### src/include/pmr_pkg.sv
`default_nettype none
package pmr_pkg;

  // ----------------------------------------------------------------
  // Timing
  // ----------------------------------------------------------------
  localparam int CLK_MHZ        = 125;
  localparam int CLK_NS         = 8;
  localparam int SCLK_PERIOD_NS = 160;
  localparam int SCLK_HALF_CYC  = SCLK_PERIOD_NS / (2 * CLK_NS);
  localparam int WU_SETTLE_US   = 100;
  localparam int WU_SETTLE_CYC  = WU_SETTLE_US * CLK_MHZ;

  // ----------------------------------------------------------------
  // Frame layout
  // ----------------------------------------------------------------
  localparam int         FRM_W         = 8;
  localparam int         CHAN_N        = 6;
  localparam logic [1:0] OP_CMD        = 2'h3;
  localparam logic [1:0] OP_WRITE      = 2'h2;
  localparam int         CMD_WAKE_BIT  = 0;
  localparam int         STANDBY_REQUEST_BIT_BIT   = 1;
  localparam int         CMD_RST_BIT   = 2;
  localparam int         RSP_TER_BIT   = 7;
  localparam int         RSP_SLEEP_BIT = 6;
  localparam logic [5:0] CHAN_RST      = 6'h00;

  // ----------------------------------------------------------------
  // Controller registers
  // ----------------------------------------------------------------
  localparam logic [3:0] WB_TX       = 4'h0;
  localparam logic [3:0] WB_STAT     = 4'h4;
  localparam logic [3:0] WB_IRQ_STAT = 4'h8;
  localparam logic [3:0] WB_IRQ_MASK = 4'hC;
  localparam int         STAT_BUSY   = 0;
  localparam int         STAT_SETTLE = 1;
  localparam int         STAT_RX_LSB = 8;
  localparam int         IRQ_DONE    = 0;
  localparam int         IRQ_TER     = 1;
  localparam int         IRQ_W       = 2;

  typedef enum logic [3:0] {
    H_IDLE  = 4'h1,
    H_SHIFT = 4'h2,
    H_TAIL  = 4'h4,
    H_GAP   = 4'h8
  } pmr_hstate_t;

  function automatic logic pmr_cmd_bit(input logic [7:0] f, input int b);
    return (f[7:6] == OP_CMD) && f[b];
  endfunction

endpackage
`default_nettype wire

### src/include/pmr_link_if.sv
`timescale 1ns/1ps
`default_nettype none
interface pmr_link_if;
  logic cs_n;
  logic sclk;
  logic mosi;
  logic so;
  logic so_oe;
  logic miso;

  // The line idles high when the device does not drive it.
  assign miso = so_oe ? so : 1'b1;

  modport dev (input cs_n, input sclk, input mosi, output so, output so_oe);
  modport host (output cs_n, output sclk, output mosi, input miso);
endinterface
`default_nettype wire

### src/verilog/pmr_dev.sv
// How it works
// RQ1: Power-up reset clears registers, enters sleep.
// RQ2: Wake command bit moves sleep to operation.
// RQ3: Standby command bit returns to sleep.
// RQ4: Host waits settle time after wake.
// RQ5: Frames during settle time are discarded.
// RQ6: Shift path runs on logic supply alone.
// RQ7: Sleep mode also clears register bank.
// RQ8: Low battery supply raises under-voltage reset.
// RQ9: Any reset drops channels, loads defaults.
// RQ10: After reset, error flag set, sleep.
// RQ11: Under-voltage read returns frame with flag.
// RQ12: Release only when both supplies good.
// RQ13: Soft reset bit clears all registers.
// RQ14: Counter times settle, then frames accepted.
`timescale 1ns/1ps
`default_nettype none
module pmr_dev
  import pmr_pkg::*;
#(
  parameter int WU_CYC = pmr_pkg::WU_SETTLE_CYC
) (
  input  wire logic                     clock,
  input  wire logic                     rstn,
  input  wire logic                     logic_ok,
  input  wire logic                     batt_ok,
  pmr_link_if.dev                       link,
  output logic [pmr_pkg::CHAN_N-1:0]    chan_out,
  output logic                          sleep_mode,
  output logic                          uv_reset,
  output logic                          frame_error
);
  import pmr_pkg::*;

  localparam int SW = $clog2(WU_CYC + 1);

  // ----------------------------------------------------------------
  // Pin synchronisers
  // ----------------------------------------------------------------
  logic [1:0] cs_m;
  logic [1:0] sck_m;
  logic [1:0] si_m;
  logic [1:0] lok_m;
  logic [1:0] bok_m;
  logic       cs_d_q;
  logic       sck_d_q;

  always_ff @(posedge clock or negedge rstn) begin
    if (!rstn) begin
      cs_m  <= 2'h3;
      sck_m <= 2'h0;
      si_m  <= 2'h0;
      lok_m <= 2'h0;
      bok_m <= 2'h0;
    end else begin
      cs_m  <= {cs_m[0], link.cs_n};
      sck_m <= {sck_m[0], link.sclk};
      si_m  <= {si_m[0], link.mosi};
      lok_m <= {lok_m[0], logic_ok};
      bok_m <= {bok_m[0], batt_ok};
    end
  end

  always_ff @(posedge clock or negedge rstn) begin
    if (!rstn) begin
      cs_d_q  <= 1'b1;
      sck_d_q <= 1'b0;
    end else begin
      cs_d_q  <= cs_m[1];
      sck_d_q <= sck_m[1];
    end
  end

  // ----------------------------------------------------------------
  // Supply supervision
  // ----------------------------------------------------------------
  wire vdd_ok   = lok_m[1];
  wire uv       = ~(lok_m[1] & bok_m[1]); // see RQ8 see RQ12
  wire cs_act   = ~cs_m[1];
  wire cs_fall  = cs_d_q & ~cs_m[1];
  wire cs_rise  = ~cs_d_q & cs_m[1];
  wire sck_rise = ~sck_d_q & sck_m[1] & cs_act;
  wire sck_fall = sck_d_q & ~sck_m[1] & cs_act;

  // ----------------------------------------------------------------
  // Shift register
  // ----------------------------------------------------------------
  // The shifter depends only on the logic supply, so a daisy chain
  // keeps forwarding bits while the battery supply is missing.
  logic [FRM_W-1:0] sr_q;
  logic [2:0]       cnt_q;
  logic             any_q;
  logic             si_lat_q;
  logic             sleep_q;
  logic             ter_q;
  logic [CHAN_N-1:0] chan_q;
  logic [SW-1:0]    settle_q;

  wire [FRM_W-1:0] rsp = {ter_q, sleep_q, chan_q}; // see RQ11

  always_ff @(posedge clock or negedge rstn) begin
    if (!rstn) begin
      sr_q     <= 8'h00;
      cnt_q    <= 3'h0;
      any_q    <= 1'b0;
      si_lat_q <= 1'b0;
    end else if (!vdd_ok) begin // see RQ6
      sr_q     <= 8'h00;
      cnt_q    <= 3'h0;
      any_q    <= 1'b0;
      si_lat_q <= 1'b0;
    end else if (cs_fall) begin
      sr_q     <= rsp;
      cnt_q    <= 3'h0;
      any_q    <= 1'b0;
    end else begin
      if (sck_rise) begin
        si_lat_q <= si_m[1];
      end
      if (sck_fall) begin
        sr_q  <= {sr_q[FRM_W-2:0], si_lat_q}; // see RQ6
        cnt_q <= cnt_q + 3'h1;
        any_q <= 1'b1;
      end
    end
  end

  assign link.so    = sr_q[FRM_W-1];
  assign link.so_oe = cs_act & vdd_ok; // see RQ11

  // ----------------------------------------------------------------
  // Frame decode
  // ----------------------------------------------------------------
  wire settle_busy = (settle_q != '0);
  wire frame_end   = cs_rise & vdd_ok;
  wire frame_len   = any_q & (cnt_q == 3'h0);
  wire frame_ok    = frame_end & frame_len & ~settle_busy; // see RQ5 see RQ14
  wire frame_bad   = frame_end & ~frame_len & ~settle_busy;
  wire cmd_wake    = frame_ok & pmr_cmd_bit(sr_q, CMD_WAKE_BIT);
  wire standby_request_bit     = frame_ok & pmr_cmd_bit(sr_q, STANDBY_REQUEST_BIT_BIT);
  wire cmd_rst     = frame_ok & pmr_cmd_bit(sr_q, CMD_RST_BIT);
  wire cmd_wr      = frame_ok & (sr_q[7:6] == OP_WRITE);
  wire any_rst     = uv | cmd_rst; // see RQ13
  wire go_sleep    = any_rst | standby_request_bit;

  // ----------------------------------------------------------------
  // Power mode
  // ----------------------------------------------------------------
  always_ff @(posedge clock or negedge rstn) begin
    if (!rstn) begin
      sleep_q <= 1'b1; // see RQ1
    end else if (go_sleep) begin
      sleep_q <= 1'b1; // see RQ3 see RQ10
    end else if (cmd_wake) begin
      sleep_q <= 1'b0; // see RQ2
    end
  end

  // The settle timer only runs when a wake really changes the mode.
  always_ff @(posedge clock or negedge rstn) begin
    if (!rstn) begin
      settle_q <= '0;
    end else if (go_sleep) begin
      settle_q <= '0;
    end else if (cmd_wake && sleep_q) begin
      settle_q <= SW'(WU_CYC); // see RQ14
    end else if (settle_busy) begin
      settle_q <= settle_q - SW'(1);
    end
  end

  // ----------------------------------------------------------------
  // Register bank
  // ----------------------------------------------------------------
  always_ff @(posedge clock or negedge rstn) begin
    if (!rstn) begin
      chan_q <= CHAN_RST; // see RQ1
    end else if (go_sleep || sleep_q) begin
      chan_q <= CHAN_RST; // see RQ7 see RQ9 see RQ13
    end else if (cmd_wr) begin
      chan_q <= sr_q[CHAN_N-1:0];
    end
  end

  // The flag is cleared once a clean frame has carried it out; a reset
  // in the same cycle wins, so the event is never lost.
  always_ff @(posedge clock or negedge rstn) begin
    if (!rstn) begin
      ter_q <= 1'b1; // see RQ10
    end else if (any_rst || frame_bad) begin
      ter_q <= 1'b1; // see RQ10
    end else if (frame_ok) begin
      ter_q <= 1'b0;
    end
  end

  // ----------------------------------------------------------------
  // Outputs
  // ----------------------------------------------------------------
  assign chan_out    = chan_q; // see RQ9
  assign sleep_mode  = sleep_q;
  assign uv_reset    = uv;
  assign frame_error = ter_q;

endmodule
`default_nettype wire

### src/flat_wrapper.sv
// flat-port wrapper written by rule: the top's interface ports become plain ports
module pmr_dev_flat import pmr_pkg::*;
#(
  parameter int WU_CYC = pmr_pkg::WU_SETTLE_CYC
)
  (clock, rstn, logic_ok, batt_ok, chan_out, sleep_mode, uv_reset, frame_error, link_cs_n, link_sclk, link_mosi, link_so, link_so_oe);
  pmr_link_if link_i ();
  input  wire logic clock;
  input  wire logic rstn;
  input  wire logic logic_ok;
  input  wire logic batt_ok;
  output logic [pmr_pkg::CHAN_N-1:0] chan_out;
  output logic sleep_mode;
  output logic uv_reset;
  output logic frame_error;
  input wire logic [$bits(link_i.cs_n)-1:0] link_cs_n;
  input wire logic [$bits(link_i.sclk)-1:0] link_sclk;
  input wire logic [$bits(link_i.mosi)-1:0] link_mosi;
  output wire logic [$bits(link_i.so)-1:0] link_so;
  output wire logic [$bits(link_i.so_oe)-1:0] link_so_oe;
  assign link_i.cs_n = link_cs_n;
  assign link_i.sclk = link_sclk;
  assign link_i.mosi = link_mosi;
  assign link_so = link_i.so;
  assign link_so_oe = link_i.so_oe;
  pmr_dev #(.WU_CYC(WU_CYC)) u_core (.clock(clock), .rstn(rstn), .logic_ok(logic_ok), .batt_ok(batt_ok), .link(link_i), .chan_out(chan_out), .sleep_mode(sleep_mode), .uv_reset(uv_reset), .frame_error(frame_error));
endmodule
### config.mk
export PLATFORM = sky130hd
export DESIGN_NAME = pmr_dev_flat
export DESIGN_NICKNAME = d
export VERILOG_FILES = /design/src/include/pmr_pkg.sv /design/src/include/pmr_link_if.sv /design/src/verilog/pmr_dev.sv /design/src/flat_wrapper.sv
export SDC_FILE = /design/constraint.sdc
export NUM_CORES = 1
export LEC_CHECK = 0
export BUFFER_PORTS_ARGS = -buffer_cell sky130_fd_sc_hd__clkbuf_2
export CAP_MARGIN = 15
export CORE_ASPECT_RATIO = 1.2
export CORE_MARGIN = 5
export CORE_UTILIZATION = 45
export CTS_CLUSTER_DIAMETER = 150
export DETAILED_ROUTE_END_ITERATION = 8
export GPL_ROUTABILITY_DRIVEN = 1
export MAX_ROUTING_LAYER = met4
export PLACE_DENSITY = 0.68
export SLEW_MARGIN = 15
export SYNTH_ARGS = -nofsm -noshare
export SYNTH_HDL_FRONTEND = slang
export SYNTH_SLANG_ARGS = --single-unit
### constraint.sdc
create_clock -name clock -period 2.3 [get_ports clock]
set_clock_uncertainty 0.2 [all_clocks]
set_input_delay 0.46 -clock clock [delete_from_list [all_inputs] [get_ports clock]]
set_output_delay 0.46 -clock clock [all_outputs]
set_load 0.1 [all_outputs]
Word level (Yosys, flattened, before mapping)
Cells that the tools add are included.

Word-level logic and storage cells: 83. Output and inout port bits: 11. Register bits: 47. Input bits: 7.

Reduce and logical (&&, ||, !) cells: 13. Equality and inequality tests: 5. Bitwise logic cells: 27. Multiplexer cells: 21. Add/subtract/negate cells: 2.

Operators by type and width (number): $mux W14 (3); $mux W8 (3); $and A1 B1 Y1 (18); $reduce_bool A14 Y1 (1); $sub A14 B1 Y14 const B (1); $mux W6 (2); $mux W1 (10); $mux W3 (3); $not A1 Y1 (7); $reduce_bool A2 Y1 (3); $eq A2 B2 Y1 const B (2); $logic_and A1 B1 Y1 (4); $ne A2 B2 Y1 const B (2); $add A3 B1 Y3 const B (1); $logic_not A3 Y1 (1); $ne A3 B3 Y1 const B (1); $reduce_bool A3 Y1 (1); $logic_or A1 B1 Y1 (2); $or A1 B1 Y1 (2); $reduce_and A2 Y1 (1).

Logic depth before layout (Yosys ltp)
Word-level depth: 10. Mapped depth: 8. Mapped depth without buffers: 6.

Least setup slack after synthesis
No wires, ideal clock.

Path type: reg2reg. From: reg u_core.lok_m[1]. To: reg u_core.sr_q[0]. Data arrival time: 2.514 ns. Stages on the path, launching flop included: 6. Slack: -0.494 ns. Library setup time: 0.080 ns. Required time: 2.020 ns. Period minus slack after synthesis: 2.794 ns. Buffers on the path: 1. Cells stage by stage: dfrtp_1 -> nor2b_1 -> and2_1 -> clkbuf_1 -> nand2_1 -> a2bb2oi_1.

Longest elaborated chain between the ends: 1. Elaborated cells on any way between the ends: 2. Classes of those cells: 1 x eq/ne; 1 x mux.

Ends and longest elaborated chain: start, declared (RTL line pmr_dev.sv:43) `logic [1:0] lok_m;`; start signal, assigned (RTL line pmr_dev.sv:59) `lok_m <= {lok_m[0], logic_ok};`; $ne A3 B3 Y1 (no source line) / $mux W8 (equally long branches); end signal, assigned (RTL line pmr_dev.sv:113) `sr_q <= rsp;`; end signal, assigned (RTL line pmr_dev.sv:121) `sr_q <= {sr_q[FRM_W-2:0], si_lat_q};`; end, declared (RTL line pmr_dev.sv:90) `logic [FRM_W-1:0] sr_q;`.

Parallel ways exist; a longest one is shown, timed or not. A chain may end at the register's enable or synchronous reset.

Worst setup path in the final report
From: reg u_core.lok_m[1]. To: out uv_reset.

Longest elaborated chain between the ends: 2.

Ends and longest elaborated chain: $and A1 B1 Y1 (RTL line pmr_dev.sv:78) `wire uv = ~(lok_m[1] & bok_m[1]);`; $not A1 Y1 (RTL line pmr_dev.sv:78); end, declared (RTL line flat_wrapper.sv:14) `output logic uv_reset;`.

Every way passes these cells.

==> results.cfg <==
[floorplanning]
io_pins = 18
die_y_um = 87.20
die_area_um2 = 6481
die_w_um = 74.33
rows = 28
core-area_um2 = 4870
initial_utilization_pct = 45.89

[yosys]
synth_compound_area_share_pct = 17.13
synth_top_family_by_area = simple AND/OR/NAND/NOR gates
synth-seq-cells = 47
muxShareOfSynthArea_pct = 1.344
synth_warnings = 0
synth.cell_area_um2 = 2235
synth_flop_cell = dfrtp_1
yosys.area_share.simple_pct = 22.12
synth_nets = 225
yosysSeqAreaShare_pct = 52.91
synth_edf_count = 0
synth_cell_types = 47
avgSynthCellArea_um2 = 10.44
synthXorXnorAreaFrac_pct = 1.568
synthAdderAreaFrac_pct = 2.240
synthCells = 214
synthArstFlopShare_pct = 100.0

[critical_path]
startpoint_type = register
regToRegSetupSlack_ns = 0.21
r2r-start = u_core.settle_q[5]
crit_chain = nand2_1, clkbuf_2
critPathSlowestCell = clkbuf_2
crit_arrival_ns = 1.47
crit_path_start = u_core.lok_m[1]
slowest_delay_ns = 0.50
path_max_fanout = 9
setup.worst_path.end_class = primary output
cp.required_ns = 1.64
reg2reg_to = u_core.settle_q[12]
critical_path_class = register to primary output
worstRegToRegCells = 5

[clock_network]
htreeDepth = 2
numClockSinks = 47
tritoncts = done
cts_buffer_depth = 2
cts_root_buffer = clkbuf_8
insertion_delay_ns = 0.30
numCtsBuffers = 5
cts.clk_slew.worst_paths_ns = 0.08
post_cts_buffers = 0

[sta]
min_period_ns = 2.128
finalCritPeriodShare_pct = 92.53
hold_violations = 0
max_freq_mhz = 469.9
setup-tns-final_ns = 0
slew_viol_final = 0
setup_viol = 0
worst_slew_pin_slew_ns = 0.5504
rsz0062_at_grt = false
relSlewSlack_pct = 63.46

[drt]
drt-total-wl_um = 4616
final_antenna_net_count = 0
dr.pass1.iters = 4
drc = 0
vias = 1712
via_per_inst = 5.613
drt-initial-drc-count = 95
routedWlPerCell_um = 15.13

[hold_path]
holdCritStartpoint = link_cs_n
whs_endpoint = u_core.cs_m[0]
hold_path_class = input pin to register
worstHoldPathCells = 1

[placed_design]
post-dp-hpwl_um = 3445
routabilityCongestion = 0.8313
port_buffers = 17

[run]
max_cap_viol_count = 0

[layout]
final_util_pct = 53.34
drive_gt1_share_pct = 22.45
antenna_cells = 0
fillers = 427
nets = 255
syn_to_final_growth_pct = 16.24

[run_status]
status = complete, no violations

[grt]
antenna_found_initial = 0
grt-ovfl-total = 0
grt_max_degree = 24
grt_pass1_vias = 1715
grt_pass1_wl_um = 8121
track_usage_pct = 16.89

[power]
p_per_area_nw_per_um2 = 1332
irDropWorstVdd_mv = 0.5903
leakage_nw = 1.126
==> cells by family after synthesis <==
| kind of cell | after synthesis |
|---|---|
| AND/OR/NAND/NOR | 83 |
| AO/OA/AOI/OAI | 60 |
| flip-flops | 47 |
| buffers and inverters | 13 |
| XOR/XNOR | 4 |
| adder cells (fa/ha/maj) | 4 |
| multiplexers | 3 |
==> state kept, by name, indices dropped and copies added (netlist names) <==
| name | cells |
|---|---|
| u_core.cnt_q | 3 |
| u_core.cs_d_q | 1 |
| u_core.si_m | 2 |
| u_core.chan_out | 6 |
| u_core.sr_q | 8 |
| u_core.frame_error | 1 |
| u_core.cs_m | 2 |
| u_core.bok_m | 2 |
| u_core.si_lat_q | 1 |
| u_core.sck_d_q | 1 |
| u_core.sleep_mode | 1 |
| u_core.any_q | 1 |
| u_core.lok_m | 2 |
| u_core.settle_q | 14 |
| u_core.sck_m | 2 |
==> stage by stage <==
step                      hold slack [ns]  total power (W)  worst slack [ns]  instance area [um2]  instances
after floorplan                  -0.03559         0.002326           0.06593                 2237        214
after global placement             0.1344         0.002762            0.1615                 2450        296
after detailed placement           0.1347         0.002769            0.1096                 2450        296
after CTS                         0.02278         0.003495           0.08656                 2596        305
after global routing              0.02143         0.003735         0.0006519                 2597        305
final                             0.03719         0.003461            0.1718                 2597        305
==> cells in the final DEF (no fill, tap or decap), drive strengths merged, types with 3 or more instances in the layout <==
cell / count
a21oi: 17
a2bb2oi: 8
a31o: 3
and2: 3
buf: 12
clkbuf: 22
dfrtp: 42
dfstp: 5
ha: 4
inv: 6
mux2i: 3
nand2: 17
nand3: 13
nand4: 5
nor2: 13
nor2b: 4
nor3: 5
o21ai: 18
o31ai: 4
or3: 7
or4: 3
==> power by group <==
part           switching, W  internal [W]  total, W
Sequential         0.000159      0.000951   0.00111
Clock              0.000273      0.000433  0.000706
Combinational      0.000913      0.000732   0.00165
==> synth_stat cells (all sizes together), types with 4 or more instances <==
library cell | count | area, um2
a21oi | 17 | 85.08
nand4 | 5 | 37.53
inv | 6 | 22.52
dfstp | 5 | 131.4
or3 | 7 | 46.29
dfrtp | 42 | 1051
nor2 | 13 | 48.80
o31ai | 4 | 35.03
a2bb2oi | 8 | 70.07
ha | 4 | 50.05
nand3 | 13 | 65.06
nor3 | 5 | 25.02
nand2 | 17 | 63.81
nor2b | 4 | 25.02
o21ai | 18 | 90.09
clkbuf | 5 | 18.77
==> cell type report <==
| class | instances | area (um2) | area share (%) |
|---|---|---|---|
| sequential | 47 | 1182 | 45.52 |
| multi-input combinational | 154 | 996.0 | 38.34 |
| timing repair buffer | 30 | 185.2 | 7.129 |
| tap | 60 | 75.07 | 2.890 |
| clock buffer | 5 | 68.82 | 2.649 |
| clock inverter | 3 | 67.56 | 2.601 |
| inverter | 6 | 22.52 | 0.8671 |
==> how the worst max path moves through the flow <==
stage	to	slack, ns	cells past startpoint
6_report	uv_reset	0.17	2
5_1_grt	u_core.settle_q[12]	0.0007	5
4_1_cts	u_core.settle_q[0]	0.09	4
3_5_place_dp	u_core.settle_q[0]	0.11	4
3_3_place_gp	u_core.settle_q[0]	0.16	4
2_1_floorplan	u_core.sr_q[0]	0.07	5
==> critical path, delay by kind of cell (launching register included) <==
kind,cells,cell delay (ns)
buffers and inverters,1,0.50
DFF,1,0.46
and+or+nand+nor,1,0.21
==> metal layers <==
layer	up-vias	GRT usage [%]	part of all wire (%)
li1	846	-	-
met4	0	5.987	1.7
met5	-	-	0
met3	8	3.580	3.1
met1	834	20.98	45
met2	24	27.18	50
==> what timing repair did <==
| action | CTS | global route |
|---|---|---|
| hold buffers | 1 | 0 |
| hold endpoints to repair | 17 | 0 |
| setup endpoints to repair | 0 | 15 |
| gates resized for setup | 0 | 1 |
(Power assumes the default switching activity.)
